**config.mk**
```make
export PLATFORM = sky130hd
export DESIGN_NAME = rf_transceiver_control
export DESIGN_NICKNAME = d
export VERILOG_FILES = /design/src/rf_transceiver_control.v
export VERILOG_INCLUDE_DIRS = /design/src
export SDC_FILE = /design/constraint.sdc
export NUM_CORES = 1
export LEC_CHECK = 0
export BUFFER_PORTS_ARGS = -buffer_cell sky130_fd_sc_hd__buf_2
export CAP_MARGIN = 20
export CORE_MARGIN = 3
export CORE_UTILIZATION = 50
export CTS_CLUSTER_SIZE = 20
export DETAILED_ROUTE_END_ITERATION = 8
export GPL_TIMING_DRIVEN = 0
export PLACE_DENSITY = 0.78
export SETUP_SLACK_MARGIN = 0.1
export SKIP_LAST_GASP = 1
export SLEW_MARGIN = 5
export SYNTH_ARGS = -nofsm -noshare
export SYNTH_HDL_FRONTEND = slang
export SYNTH_SLANG_ARGS = --single-unit
```
**constraint.sdc**
```tcl
create_clock -name sys_clk -period 3.1 [get_ports sys_clk]
set_input_delay 0.155 -clock sys_clk [delete_from_list [all_inputs] [get_ports sys_clk]]
set_output_delay 0.155 -clock sys_clk [all_outputs]
set_load 0.01 [all_outputs]
```
**src/rf_transceiver_control_defs.vh**
```
// Constants for the transceiver control block: register offsets, field
// positions, reset values, mode codes and clock divider ratios.
// Assumes it is included by bare name from the design file.
`ifndef RF_TRANSCEIVER_CONTROL_DEFS_VH
`define RF_TRANSCEIVER_CONTROL_DEFS_VH

// ************************************************************
// Register offsets
// ************************************************************
`define ADDR_CTRL       4'h0
`define ADDR_BAND_A     4'h1
`define ADDR_RATE_A     4'h2
`define ADDR_STATUS     4'h3
`define ADDR_FREQ_0     4'h4
`define ADDR_FREQ_1     4'h5
`define ADDR_FREQ_2     4'h6
`define ADDR_CARRIER    4'h7
`define ADDR_DEVIATION  4'h8
`define ADDR_BAND_B     4'h9
`define ADDR_RATE_B     4'ha

// ************************************************************
// Field positions
// ************************************************************
`define CTRL_MODE_LO    0
`define CTRL_MODE_HI    1
`define CTRL_LOW_VOLT_DETECT_ENABLE       2
`define CTRL_DME        3
`define CTRL_FSK        4
`define CTRL_FIXED_REF  5
`define CTRL_DIRECT     6
`define CTRL_BANK       7
`define BAND_SEL_LO     0
`define BAND_SEL_HI     1
`define BAND_LO_LO      2
`define BAND_LO_HI      3
`define BAND_LNA_LO     4
`define BAND_LNA_HI     5
`define BAND_PA_LO      6
`define BAND_PA_HI      7
`define RATE_SEL_LO     0
`define RATE_SEL_HI     1
`define RATE_STROBE     2
`define RATE_AUTO_BANK  3

// ************************************************************
// Reset values and codes
// ************************************************************
`define RST_BYTE        8'h00
`define MODE_RX         2'b00
`define MODE_TX         2'b01
`define MODE_STANDBY    2'b10
`define BAND_304_315    2'b00
`define BAND_426_434    2'b01
`define BAND_868_916    2'b11

// ************************************************************
// Clock divider ratios, band bit zero clear and set
// ************************************************************
`define DATA_DIV_LOW    8'd60
`define DATA_DIV_HIGH   8'd80
`define DIG_DIV_LOW     8'd30
`define DIG_DIV_HIGH    8'd40
`define IF_DIV_LOW      8'd9
`define IF_DIV_HIGH     8'd12
`endif

```
**src/rf_transceiver_control.v**
```verilog
// Digital control of a UHF transceiver: clock dividers, supply monitor,
// lock gating, RF switch, data manager, wakeup strobe and frequency words.
// Assumes sys_clk is the crystal reference and reset_n is the power-on reset.
//
// Local design decisions: the register offsets and the address-and-strobe port.
`timescale 1ns/1ps
`include "rf_transceiver_control_defs.vh"

module rf_transceiver_control #(
   parameter STROBE_ON_TICKS  = 16,
   parameter STROBE_OFF_TICKS = 144,
   parameter [23:0] IF_OFFSET = 24'h000400
) (
   // Clock and power-on reset.
   input  wire        sys_clk,
   input  wire        reset_n,
   // Register port.
   input  wire [3:0]  reg_addr,
   input  wire [7:0]  reg_wdata,
   input  wire        reg_wr,
   input  wire        reg_rd,
   output reg  [7:0]  reg_rdata,
   // Analog and link status pins.
   input  wire        monitored_supply,
   input  wire        pll_lock,
   input  wire        demod_data,
   input  wire        tx_coded_data,
   // Clock enables derived from the crystal.
   output wire        data_clk_en,
   output wire        dig_clk_en,
   output wire        if_ref_en,
   // Receiver and transmitter controls.
   output reg         rf_switch,
   output reg         pa_enable,
   output reg         rx_enable,
   output reg         standby_active,
   output reg         lvd_mode,
   output reg  [1:0]  lna_gain_step,
   output reg  [1:0]  pa_power_step,
   output reg         demod_adaptive,
   output reg  [1:0]  lpf_bandwidth,
   output reg  [3:0]  band_code,
   output reg  [23:0] synth_word,
   // Serial data output toward the microcontroller.
   output reg         serial_data,
   output reg         serial_clk
);

   // ************************************************************
   // Registers
   // ************************************************************
   reg [7:0] ctrl_r, band_a_r, rate_a_r, band_b_r, rate_b_r;
   reg [7:0] freq0_r, freq1_r, freq2_r, carrier_r, deviation_r;
   reg       lvd_status_r;
   reg       bank_r;
   wire      wake_start;

   // Software writes; the wakeup toggles the active bank when auto-switch is on.
   always @(posedge sys_clk or negedge reset_n) begin
      if (!reset_n) begin
         ctrl_r      <= `RST_BYTE;
         band_a_r    <= `RST_BYTE;
         rate_a_r    <= `RST_BYTE;
         band_b_r    <= `RST_BYTE;
         rate_b_r    <= `RST_BYTE;
         freq0_r     <= `RST_BYTE;
         freq1_r     <= `RST_BYTE;
         freq2_r     <= `RST_BYTE;
         carrier_r   <= `RST_BYTE;
         deviation_r <= `RST_BYTE;
         bank_r      <= 1'b0;
      end else begin
         // Standby does not touch these; only writes and reset do.
         if (reg_wr) begin
            case (reg_addr)
               `ADDR_CTRL:      ctrl_r      <= reg_wdata;
               `ADDR_BAND_A:    band_a_r    <= reg_wdata;
               `ADDR_RATE_A:    rate_a_r    <= reg_wdata;
               `ADDR_FREQ_0:    freq0_r     <= reg_wdata;
               `ADDR_FREQ_1:    freq1_r     <= reg_wdata;
               `ADDR_FREQ_2:    freq2_r     <= reg_wdata;
               `ADDR_CARRIER:   carrier_r   <= reg_wdata;
               `ADDR_DEVIATION: deviation_r <= reg_wdata;
               `ADDR_BAND_B:    band_b_r    <= reg_wdata;
               `ADDR_RATE_B:    rate_b_r    <= reg_wdata;
               default: ;
            endcase
         end
         // A command write of the bank bit loads that configuration at once.
         if (reg_wr && reg_addr == `ADDR_CTRL)
            bank_r <= reg_wdata[`CTRL_BANK];
         else if (wake_start && rate_a_r[`RATE_AUTO_BANK])
            bank_r <= ~bank_r;
      end
   end

   // Active configuration picked from the selected bank.
   wire [7:0] band_act = bank_r ? band_b_r : band_a_r;
   wire [7:0] rate_act = bank_r ? rate_b_r : rate_a_r;
   wire [1:0] mode     = ctrl_r[`CTRL_MODE_HI:`CTRL_MODE_LO];
   wire       low_volt_detect_enable     = ctrl_r[`CTRL_LOW_VOLT_DETECT_ENABLE];
   wire       data_manager_enable      = ctrl_r[`CTRL_DME];
   wire       fsk      = ctrl_r[`CTRL_FSK];
   wire       band0    = band_act[`BAND_SEL_LO];

   // ************************************************************
   // Pin synchronisers
   // ************************************************************
   // Order: supply low, lock, demodulator data, transmit data.
   wire [3:0] pin_raw = {tx_coded_data, demod_data, pll_lock, monitored_supply};
   reg  [3:0] pin_meta_r, pin_sync_r;

   always @(posedge sys_clk or negedge reset_n) begin
      if (!reset_n) begin
         pin_meta_r <= 4'h0;
         pin_sync_r <= 4'h0;
      end else begin
         pin_meta_r <= pin_raw;
         pin_sync_r <= pin_meta_r;
      end
   end

   wire supply_low = pin_sync_r[0];
   wire locked     = pin_sync_r[1];
   wire rx_line    = pin_sync_r[2];
   wire tx_line    = pin_sync_r[3];

   // ************************************************************
   // Clock dividers
   // ************************************************************
   // Index 0 data clock, 1 digital clock, 2 IF reference.
   wire [23:0] div_low  = {`IF_DIV_LOW, `DIG_DIV_LOW, `DATA_DIV_LOW};
   wire [23:0] div_high = {`IF_DIV_HIGH, `DIG_DIV_HIGH, `DATA_DIV_HIGH};
   wire [2:0]  div_tick;

   genvar gi;
   generate
      for (gi = 0; gi < 3; gi = gi + 1) begin : g_div
         reg  [7:0] cnt_r;
         wire [7:0] ratio = band0 ? div_high[gi*8 +: 8] : div_low[gi*8 +: 8];
         // Counting up to the ratio minus one keeps the enable exactly one cycle wide.
         always @(posedge sys_clk or negedge reset_n) begin
            if (!reset_n)
               cnt_r <= 8'h00;
            else if (cnt_r >= ratio - 8'd1)
               cnt_r <= 8'h00;
            else
               cnt_r <= cnt_r + 8'd1;
         end
         assign div_tick[gi] = (cnt_r == ratio - 8'd1);
      end
   endgenerate

   assign data_clk_en = div_tick[0];
   assign dig_clk_en  = div_tick[1];
   // The 1.5/2 scaling happens in the analog IF filter tuning.
   assign if_ref_en   = div_tick[2];

   // ************************************************************
   // Supply monitor and standby
   // ************************************************************
   wire stat_read = reg_rd && (reg_addr == `ADDR_STATUS);

   // Evaluated on each digital clock tick; a set in the clearing cycle wins.
   always @(posedge sys_clk or negedge reset_n) begin
      if (!reset_n)
         lvd_status_r <= 1'b0;
      else if (low_volt_detect_enable && supply_low && dig_clk_en)
         lvd_status_r <= 1'b1;
      else if (stat_read)
         lvd_status_r <= 1'b0;
   end

   // Standby is refused while monitoring is enabled.
   always @(posedge sys_clk or negedge reset_n) begin
      if (!reset_n) begin
         standby_active <= 1'b0;
         lvd_mode       <= 1'b0;
      end else begin
         standby_active <= (mode == `MODE_STANDBY) && !low_volt_detect_enable;
         lvd_mode       <= (mode == `MODE_STANDBY) && low_volt_detect_enable;
      end
   end

   // ************************************************************
   // Wakeup strobe sequencer
   // ************************************************************
   localparam [2:0] ST_IDLE = 3'b001;
   localparam [2:0] ST_ON   = 3'b010;
   localparam [2:0] ST_OFF  = 3'b100;
   reg [2:0]  wake_st_r;
   reg [15:0] wake_cnt_r;
   wire       strobe_en = rate_a_r[`RATE_STROBE] && (mode == `MODE_RX);

   assign wake_start = strobe_en && data_clk_en &&
                       ((wake_st_r == ST_IDLE) ||
                        ((wake_st_r == ST_OFF) && wake_cnt_r == 16'h0000));

   // The data clock ticks stand in for the low-frequency strobe oscillator.
   always @(posedge sys_clk or negedge reset_n) begin
      if (!reset_n) begin
         wake_st_r  <= ST_IDLE;
         wake_cnt_r <= 16'h0000;
      end else if (!strobe_en) begin
         wake_st_r  <= ST_IDLE;
         wake_cnt_r <= 16'h0000;
      end else if (data_clk_en) begin
         case (wake_st_r)
            ST_IDLE: begin
               wake_st_r  <= ST_ON;
               wake_cnt_r <= STROBE_ON_TICKS[15:0] - 16'd1;
            end
            ST_ON: begin
               if (wake_cnt_r == 16'h0000) begin
                  wake_st_r  <= ST_OFF;
                  wake_cnt_r <= STROBE_OFF_TICKS[15:0] - 16'd1;
               end else
                  wake_cnt_r <= wake_cnt_r - 16'd1;
            end
            ST_OFF: begin
               if (wake_cnt_r == 16'h0000) begin
                  wake_st_r  <= ST_ON;
                  wake_cnt_r <= STROBE_ON_TICKS[15:0] - 16'd1;
               end else
                  wake_cnt_r <= wake_cnt_r - 16'd1;
            end
            default: begin
               wake_st_r  <= ST_IDLE;
               wake_cnt_r <= 16'h0000;
            end
         endcase
      end
   end

   // ************************************************************
   // Manchester data manager
   // ************************************************************
   // Half-bit length in digital clock ticks per rate range.
   reg  [7:0] half_bit;
   always @* begin
      case (rate_act[`RATE_SEL_HI:`RATE_SEL_LO])
         2'b00:   half_bit = 8'd120;
         2'b01:   half_bit = 8'd60;
         2'b10:   half_bit = 8'd30;
         default: half_bit = 8'd15;
      endcase
   end

   reg  [8:0] edge_age_r;
   reg        rx_prev_r;
   reg        dm_data_r;
   reg        dm_strobe_r;
   wire       rx_edge  = rx_line ^ rx_prev_r;
   // An edge at least 3/2 half-bits after the last mid-bit edge is mid-bit.
   wire [8:0] mid_gate = {1'b0, half_bit} + {2'b00, half_bit[7:1]};
   wire       rx_live  = locked && !standby_active && !lvd_mode;

   // Boundary edges are skipped, so the clock is recovered from mid-bit edges.
   always @(posedge sys_clk or negedge reset_n) begin
      if (!reset_n) begin
         rx_prev_r   <= 1'b0;
         edge_age_r  <= 9'h1ff;
         dm_data_r   <= 1'b0;
         dm_strobe_r <= 1'b0;
      end else begin
         rx_prev_r   <= rx_line;
         dm_strobe_r <= 1'b0;
         if (!rx_live || !data_manager_enable) begin
            edge_age_r <= 9'h1ff;
         end else if (rx_edge && edge_age_r >= mid_gate) begin
            dm_data_r   <= rx_line;
            dm_strobe_r <= 1'b1;
            edge_age_r  <= 9'h000;
         end else if (dig_clk_en && edge_age_r != 9'h1ff) begin
            edge_age_r <= edge_age_r + 9'd1;
         end
      end
   end

   // Serial output: master data and clock, or raw shaped data without manager.
   always @(posedge sys_clk or negedge reset_n) begin
      if (!reset_n) begin
         serial_data <= 1'b0;
         serial_clk  <= 1'b0;
      end else if (!rx_live || mode != `MODE_RX) begin
         serial_data <= 1'b0;
         serial_clk  <= 1'b0;
      end else if (data_manager_enable) begin
         if (dm_strobe_r)
            serial_data <= dm_data_r;
         serial_clk <= dm_strobe_r;
      end else begin
         serial_data <= rx_line;
         serial_clk  <= 1'b0;
      end
   end

   // ************************************************************
   // Transmit path, RF switch and synthesizer word
   // ************************************************************
   reg         tx_mode_r;
   wire        tx_mode = (mode == `MODE_TX);
   wire [23:0] carrier_w  = {carrier_r, 16'h0000};
   wire [23:0] dev_w      = {8'h00, deviation_r, 8'h00};
   reg  [23:0] synth_nxt;

   // Friendly access shifts the carrier by the deviation for FSK data.
   always @* begin
      if (ctrl_r[`CTRL_DIRECT])
         synth_nxt = {freq2_r, freq1_r, freq0_r};
      else if (!tx_mode)
         synth_nxt = carrier_w + IF_OFFSET;
      else if (fsk && tx_line)
         synth_nxt = carrier_w + dev_w;
      else if (fsk)
         synth_nxt = carrier_w - dev_w;
      else
         synth_nxt = carrier_w;
   end

   always @(posedge sys_clk or negedge reset_n) begin
      if (!reset_n) begin
         tx_mode_r  <= 1'b0;
         rf_switch  <= 1'b0;
         pa_enable  <= 1'b0;
         rx_enable  <= 1'b0;
         synth_word <= 24'h000000;
      end else begin
         tx_mode_r  <= tx_mode;
         synth_word <= synth_nxt;
         if (tx_mode != tx_mode_r)
            rf_switch <= ~rf_switch;
         // Losing lock kills the amplifier three cycles later, after the pin synchroniser, to keep emission in band.
         pa_enable <= tx_mode && locked && (fsk || tx_line);
         rx_enable <= (mode == `MODE_RX) &&
                      (!strobe_en || wake_st_r == ST_ON);
      end
   end

   // ************************************************************
   // Analog settings from the active bank and the control register
   // ************************************************************
   always @(posedge sys_clk or negedge reset_n) begin
      if (!reset_n) begin
         lna_gain_step  <= 2'b00;
         pa_power_step  <= 2'b00;
         demod_adaptive <= 1'b1;
         lpf_bandwidth  <= 2'b00;
         band_code      <= 4'h0;
      end else begin
         lna_gain_step  <= band_act[`BAND_LNA_HI:`BAND_LNA_LO];
         pa_power_step  <= band_act[`BAND_PA_HI:`BAND_PA_LO];
         demod_adaptive <= fsk || !ctrl_r[`CTRL_FIXED_REF];
         lpf_bandwidth  <= rate_act[`RATE_SEL_HI:`RATE_SEL_LO];
         // Band group then LO trim; code 10 is not a valid group.
         band_code      <= band_act[`BAND_LO_HI:`BAND_SEL_LO];
      end
   end

   // ************************************************************
   // Register read port
   // ************************************************************
   wire [7:0] status_w = {1'b0, standby_active, bank_r, rf_switch,
                          lvd_mode, locked, pa_enable, lvd_status_r};

   always @(posedge sys_clk or negedge reset_n) begin
      if (!reset_n)
         reg_rdata <= 8'h00;
      else if (reg_rd) begin
         case (reg_addr)
            `ADDR_CTRL:      reg_rdata <= ctrl_r;
            `ADDR_BAND_A:    reg_rdata <= band_a_r;
            `ADDR_RATE_A:    reg_rdata <= rate_a_r;
            `ADDR_STATUS:    reg_rdata <= status_w;
            `ADDR_FREQ_0:    reg_rdata <= freq0_r;
            `ADDR_FREQ_1:    reg_rdata <= freq1_r;
            `ADDR_FREQ_2:    reg_rdata <= freq2_r;
            `ADDR_CARRIER:   reg_rdata <= carrier_r;
            `ADDR_DEVIATION: reg_rdata <= deviation_r;
            `ADDR_BAND_B:    reg_rdata <= band_b_r;
            `ADDR_RATE_B:    reg_rdata <= rate_b_r;
            default:         reg_rdata <= 8'h00;
         endcase
      end else
         reg_rdata <= 8'h00;
   end

endmodule

```
### Yosys cells after proc, flatten, opt, wreduce, memory -nomap -nowiden

Cells that the tools add are included.

* output and inout bits: 53
* bits in registers: 196
* RAM bits: 0
* latch bits: 0
* memories: 0
* word-level logic and storage cells: 175
* bits in read-only memories: 0
* input bits: 20

* div/mod/pow operators: 0
* equality and inequality tests: 26
* $add $sub $neg: 12
* bitwise logic cells: 4
* muxes and demuxes: 39
* shift operators: 0
* reductions and logical operators: 52
* $lt $le $gt $ge: 4
* multipliers: 0

Operators by type and width (count)
* $mux 24: 4
* $pmux 8 s11: 1
* $mux 16: 4
* $pmux 16 s3: 1
* $mux 8: 5
* $mux 9: 3
* $add 24x11->24 const B: 1
* $add 24x16->24: 1
* $add 8x1->8 const B: 3
* $eq 8x8->1: 3
* $ge 8x8->1: 3
* $sub 24x16->24: 1
* $reduce_and 2->1: 11
* $pmux 7 s3: 1
* $logic_and 1x1->1: 19
* $eq 4x3->1 const B: 4
* $logic_not 16->1: 1
* $sub 16x1->16 const B: 1
* $mux 3: 5
* $eq 4x4->1 const B: 3
* $mux 1: 11
* $add 8x7->9: 1
* $add 9x1->9 const B: 1
* $ge 9x9->1: 1
* 29 further kinds: 48

### Depth between registers and ports, before layout

* depth in word-level cells: 9
* mapped depth: 11
* mapped depth without buffers: 10

### Least setup slack after synthesis

OpenSTA, ideal clock, no wires.

* kind: flip-flop to flip-flop
* from: register bank_r
* to: register edge_age_r[7]
* buffers on the path: 1
* library setup time: 0.079 ns
* data required time: 3.021 ns
* stages on the path, launching flop included: 10
* data arrival time: 2.929 ns
* setup slack: 0.092 ns
* clock period less this slack: 3.008 ns
* path through: dfrtp_1 > buf_1 > mux2i_1 > inv_1 > ha_1 > nand4_1 > nor4_2 > nand4_1 > xor2_1 > o21ai_0

* elaborated cells on any way between the ends: 16
* classes of those cells: add/sub (2); order compare (1); eq/ne (3); mux (6); reduce/logical (4)

RTL lines
* start: declaration: line rf_transceiver_control.v:55 `reg bank_r;`
* start signal: assignment: line rf_transceiver_control.v:91 `` bank_r <= reg_wdata[`CTRL_BANK]; ``
* start signal: assignment: line rf_transceiver_control.v:93 `bank_r <= ~bank_r;`
* $mux 8: line rf_transceiver_control.v:98 `wire [7:0] band_act = bank_r ? band_b_r : band_a_r;`
* via band_act[0]: line rf_transceiver_control.v:98
* $mux 6: line rf_transceiver_control.v:140 `wire [7:0] ratio = band0 ? div_high[gi*8 +: 8] : div_low[gi*8 +: 8];`
* $sub 6x1->7: line rf_transceiver_control.v:150 `assign div_tick[gi] = (cnt_r == ratio - 8'd1);`
* $eq 8x8->1: line rf_transceiver_control.v:150
* $logic_and 1x1->1: line rf_transceiver_control.v:274 `end else if (dig_clk_en && edge_age_r != 9'h1ff) begin`
* $reduce_bool 3->1 (no source line)
* end signal: assignment: line rf_transceiver_control.v:275 `edge_age_r <= edge_age_r + 9'd1;`
* end: declaration: line rf_transceiver_control.v:249 `reg [8:0] edge_age_r;`

The timed path passes the listed nets, and every way through them passes these cells.
A chain may end at the register's enable or synchronous reset.

### Final worst setup path

* from: register bank_r
* to: output port data_clk_en

* word-level cells in the longest chain between the ends: 4

RTL lines
* $mux 8: line rf_transceiver_control.v:98
* via band_act[0]: line rf_transceiver_control.v:98
* $mux 7: line rf_transceiver_control.v:140
* $sub 7x1->8: line rf_transceiver_control.v:150
* $eq 8x8->1: line rf_transceiver_control.v:150
* end: declaration: line rf_transceiver_control.v:29 `output wire data_clk_en,`

The timed path passes the listed nets, and every way through them passes these cells.

==> key figures <==
Status
  – Status: completed

Clock tree
  – CTS H-tree depth: 4
  – CTS Buffer Depth: 2
  – CTS buffer count: 17
  – CTS tree: built
  – CTS clk-pin slew, worst paths: ~70 ps
  – Skew-Pair Late Insertion Delay: 450 ps
  – Root Driver: clkbuf_16
  – CTS sink count: 196

Timing
  – Worst hold margin: between 80 and 90 ps
  – Skew final: ~10 ps
  – RSZ-0062 raised after global routing: no
  – Peak Freq: about 0.35 GHz
  – Pins over their slew limit: 0
  – Final period utilization: between 90% and 100%
  – Final setup violation count: 0
  – Least-Margin Pin Slew: 1010 ps
  – Rel. slew slack: around a third
  – Final Hold Fails: 0
  – Fin worst setup slack: 278 ps
  – Tmin final: roughly 2800 ps

Route
  – Pre-Repair DR Iteration Count: 5
  – Via count: 7,104
  – DRC viols: 0
  – Routed Antenna Nets: 0
  – WL/cell: 19.3 um
  – Total routed wirelength: around 23 mm
  – Detailed Route Iter0 Violations: a little under 700
  – Vias per cell: ~6.0

Logic synthesis
  – Synth Area in Compound Gates: 9.98%
  – Main area contributors after synthesis: dfrtp_1 (49%), mux2_2 (11%), ha_1 (4.1%)
  – Post-Syn Area: around 0.0095 sq mm
  – Avg Inst Size Synth: between 10 and 15 sq um
  – Share of the synthesized area in the top cell type: 48.7%
  – Post-synth ARST share: 100%
  – Seq/Total Area, Yosys: roughly 52%
  – Mux share of post-synthesis cell area: 13.2%
  – Synth Flop Type: dfrtp_1
  – EDFF count, synth: 0
  – Yosys warnings: 0
  – Cells after Synth: approximately 850
  – Yosys top cell by area: dfrtp_1
  – Simple logic cell fraction of the synthesized area: ~14%
  – FF+latch count, synth: roughly 200
  – Post-Synth Adder-Cell Area: under 10%
  – Post-synthesis xor/xnor area fraction: under 10%
  – Number of distinct library cells after synthesis: 65
  – Largest family of logic cells by synthesized area: simple AND/OR/NAND/NOR gates

Critical path
  – CP max FO: 10
  – Crit Path Category: reg2out
  – CP arrival: 2670 ps
  – CP required: about 2900 ps
  – Setup crit end kind: output pin
  – CP startpoint kind: flop

Placed design
  – Placed cell count: between 1,000 and 1,500
  – Placer Congestion: roughly 0.98
  – DPL Wire Length: around 16 mm
  – Post-Place Setup Slack: -781 ps
  – Buffers on Ports: 64

Die
  – Die Ht: ~140 um
  – I/O Pins: 73
  – Initial Util: around 52%
  – Die W: 144 um
  – FP Rows: just under 50
  – Die area: between 0.02 and 0.025 sq mm
  – Core ar.: between 0.015 and 0.02 sq mm

Power
  – Worst VDD drop: between 0.4 and 0.5 mV
  – Tot Pwr: ~7.8 mW
  – PwrDens: 711 mW/mm^2
  – Pleak: 4.93 nW

Global routing
  – Largest net degree at the start of global routing: around 110
  – Vias in the first global route: 7,051
  – Met2 usage: 36.4%
  – Met1 Use GR: between 30% and 40%
  – Met3 usage: just over 5%
  – First-pass GRT wire length: ~37 mm
  – Most Crowded Layer GR: met2
  – Antenna violations before repair: 0
  – Grt ovf: 0
  – GR Util All Layers: between 20% and 30%

Layout
  – Layout cells sized above 1: 23.8%
  – Synth-to-Final Area Change: 15.9%
  – Fin nets: ~1,000
  – Ant diodes: 0
  – Final non-filler cell total: 1,191

Min path
  – Worst min-delay path class: in2reg

Flow run
  – MaxCap Viol Count: 0
==> registers in the layout, summed over array words and instances, names as in the netlist, 9 cells and up <==
| signal | cells |
|---|---|
| wake_cnt_r | 16 |
| synth_word | 24 |
| edge_age_r | 9 |
| g_div.cnt_r | 24 |
==> Yosys cell counts (3+ instances only) <==
library cell,n
nand2_1,55
o31ai_1,7
o21ai_1,5
a32oi_1,4
a32o_1,3
nand3_1,22
ha_1,31
nor2_1,58
a21oi_1,23
nor4_1,11
a211oi_1,12
clkbuf_1,24
inv_1,25
o21ai_0,50
nand2b_1,12
mux2_2,92
nand4_1,4
o22ai_1,4
and2_1,11
nor2b_1,11
xnor2_1,21
o21bai_1,3
or3_1,10
a31oi_1,4
or4_1,8
and3_1,14
a22oi_1,5
buf_1,11
dfstp_2,11
buf_2,3
dfrtp_1,185
mux4_2,3
a22o_1,7
nor3_1,25
mux2i_1,15
xor2_1,20
buf_6,3
a221oi_1,4
==> per-layer routing <==
metal,vias to the layer above,part of all wire [%]
met4,0,2.3
met3,48,6.4
li1,3242,-
met1,3549,45
met5,-,0
met2,265,47
==> stage by stage <==
step           TNS [ps]  utilization (%)  area (sq um)
5_1_grt               0             60.1         11000
3_5_place_dp     -24880             55.5         10200
4_1_cts               0             59.8         11000
2_1_floorplan         0                -          9520
3_3_place_gp    -263120             55.3         10100
6_report              0             60.1         11000
==> placed cells by master, fill, tap and decap left out, types with 5 or more instances in the layout <==
cell type / Yosys / final
o31ai_1: 7 / 7
o21ai_0: 50 / 50
dfrtp_1: 185 / 185
conb_1: 1 / 5
inv_1: 25 / 25
a21oi_1: 23 / 22
or3_1: 10 / 10
nand2_1: 55 / 55
dfstp_2: 11 / 11
o21ai_1: 5 / 5
a211oi_1: 12 / 12
nand3_1: 22 / 22
clkbuf_16: 0 / 17
a22o_1: 7 / 7
mux2i_1: 15 / 12
nor2_1: 58 / 58
xor2_1: 20 / 20
nor4_1: 11 / 11
mux2_2: 92 / 92
buf_2: 3 / 66
nand2b_1: 12 / 12
a22oi_1: 5 / 5
and2_1: 11 / 11
nor2b_1: 11 / 11
buf_1: 11 / 10
bufinv_16: 0 / 7
and3_1: 14 / 14
ha_1: 31 / 31
nor3_1: 25 / 24
clkbuf_1: 24 / 25
or4_1: 8 / 8
dlygate4sd3_1: 0 / 6
xnor2_1: 21 / 21
==> what timing repair did <==
| item | in CTS | in global routing |
|---|---|---|
| buffers inserted | 1 | 2 |
| endpoints found under the hold margin | 81 | 0 |
| endpoints found under the setup margin | 54 | 14 |
| gates resized for setup | 6 | 6 |
| hold buffers | 6 | 0 |
==> where the power goes <==
group	total, mW	internal, mW	leakage (nW)	switching [mW]
Combinational	1.75	0.815	2.14	0.930
Clock	2.64	1.64	0.337	0.995
Sequential	3.45	3.05	2.46	0.405
Total	7.83	5.50	4.93	2.33
==> worst max-delay path: stages (launching register included) <==
cell,delay [ps]
dfrtp_1,390
buf_6,210
mux2i_4,280
inv_1,180
ha_1,350
and4b_1,210
nand2_1,230
clkinvlp_4,200
buf_2,170
==> cell families after synthesis <==
family | Yosys count
adder cells (fa/ha/maj) | 31
multiplexers | 110
flip-flops | 196
buffers and inverters | 67
AND/OR/NAND/NOR | 259
XOR/XNOR | 41
AO/OA/AOI/OAI | 147
other | 1
==> worst paths after layout <==
path	start	end	cells past startpoint	slack (ps)
setup / recovery	bank_r	data_clk_en	8	280
hold / removal	reg_rd	lvd_status_r	3	80
setup reg to reg	bank_r	dm_data_r	10	320
hold reg to reg	pin_meta_r[3]	pin_sync_r[3]	0	350
max in group asynchronous	reset_n	synth_word[18]	3	1830
min in group asynchronous	reset_n	g_div[2].cnt_r[6]	2	290
==> cell type report <==
class	count	area, sq um
Timing Repair Buffer	74	440
Clock inverter	12	248
Fill cell	1444	7320
Clock buffer	20	457
Tap cell	229	287
Inverter	26	101
Multi-Input combinational cell	593	4370
Sequential cell	196	4920
Buffer	41	188
Note: power is estimated with default switching activity, not from simulation.
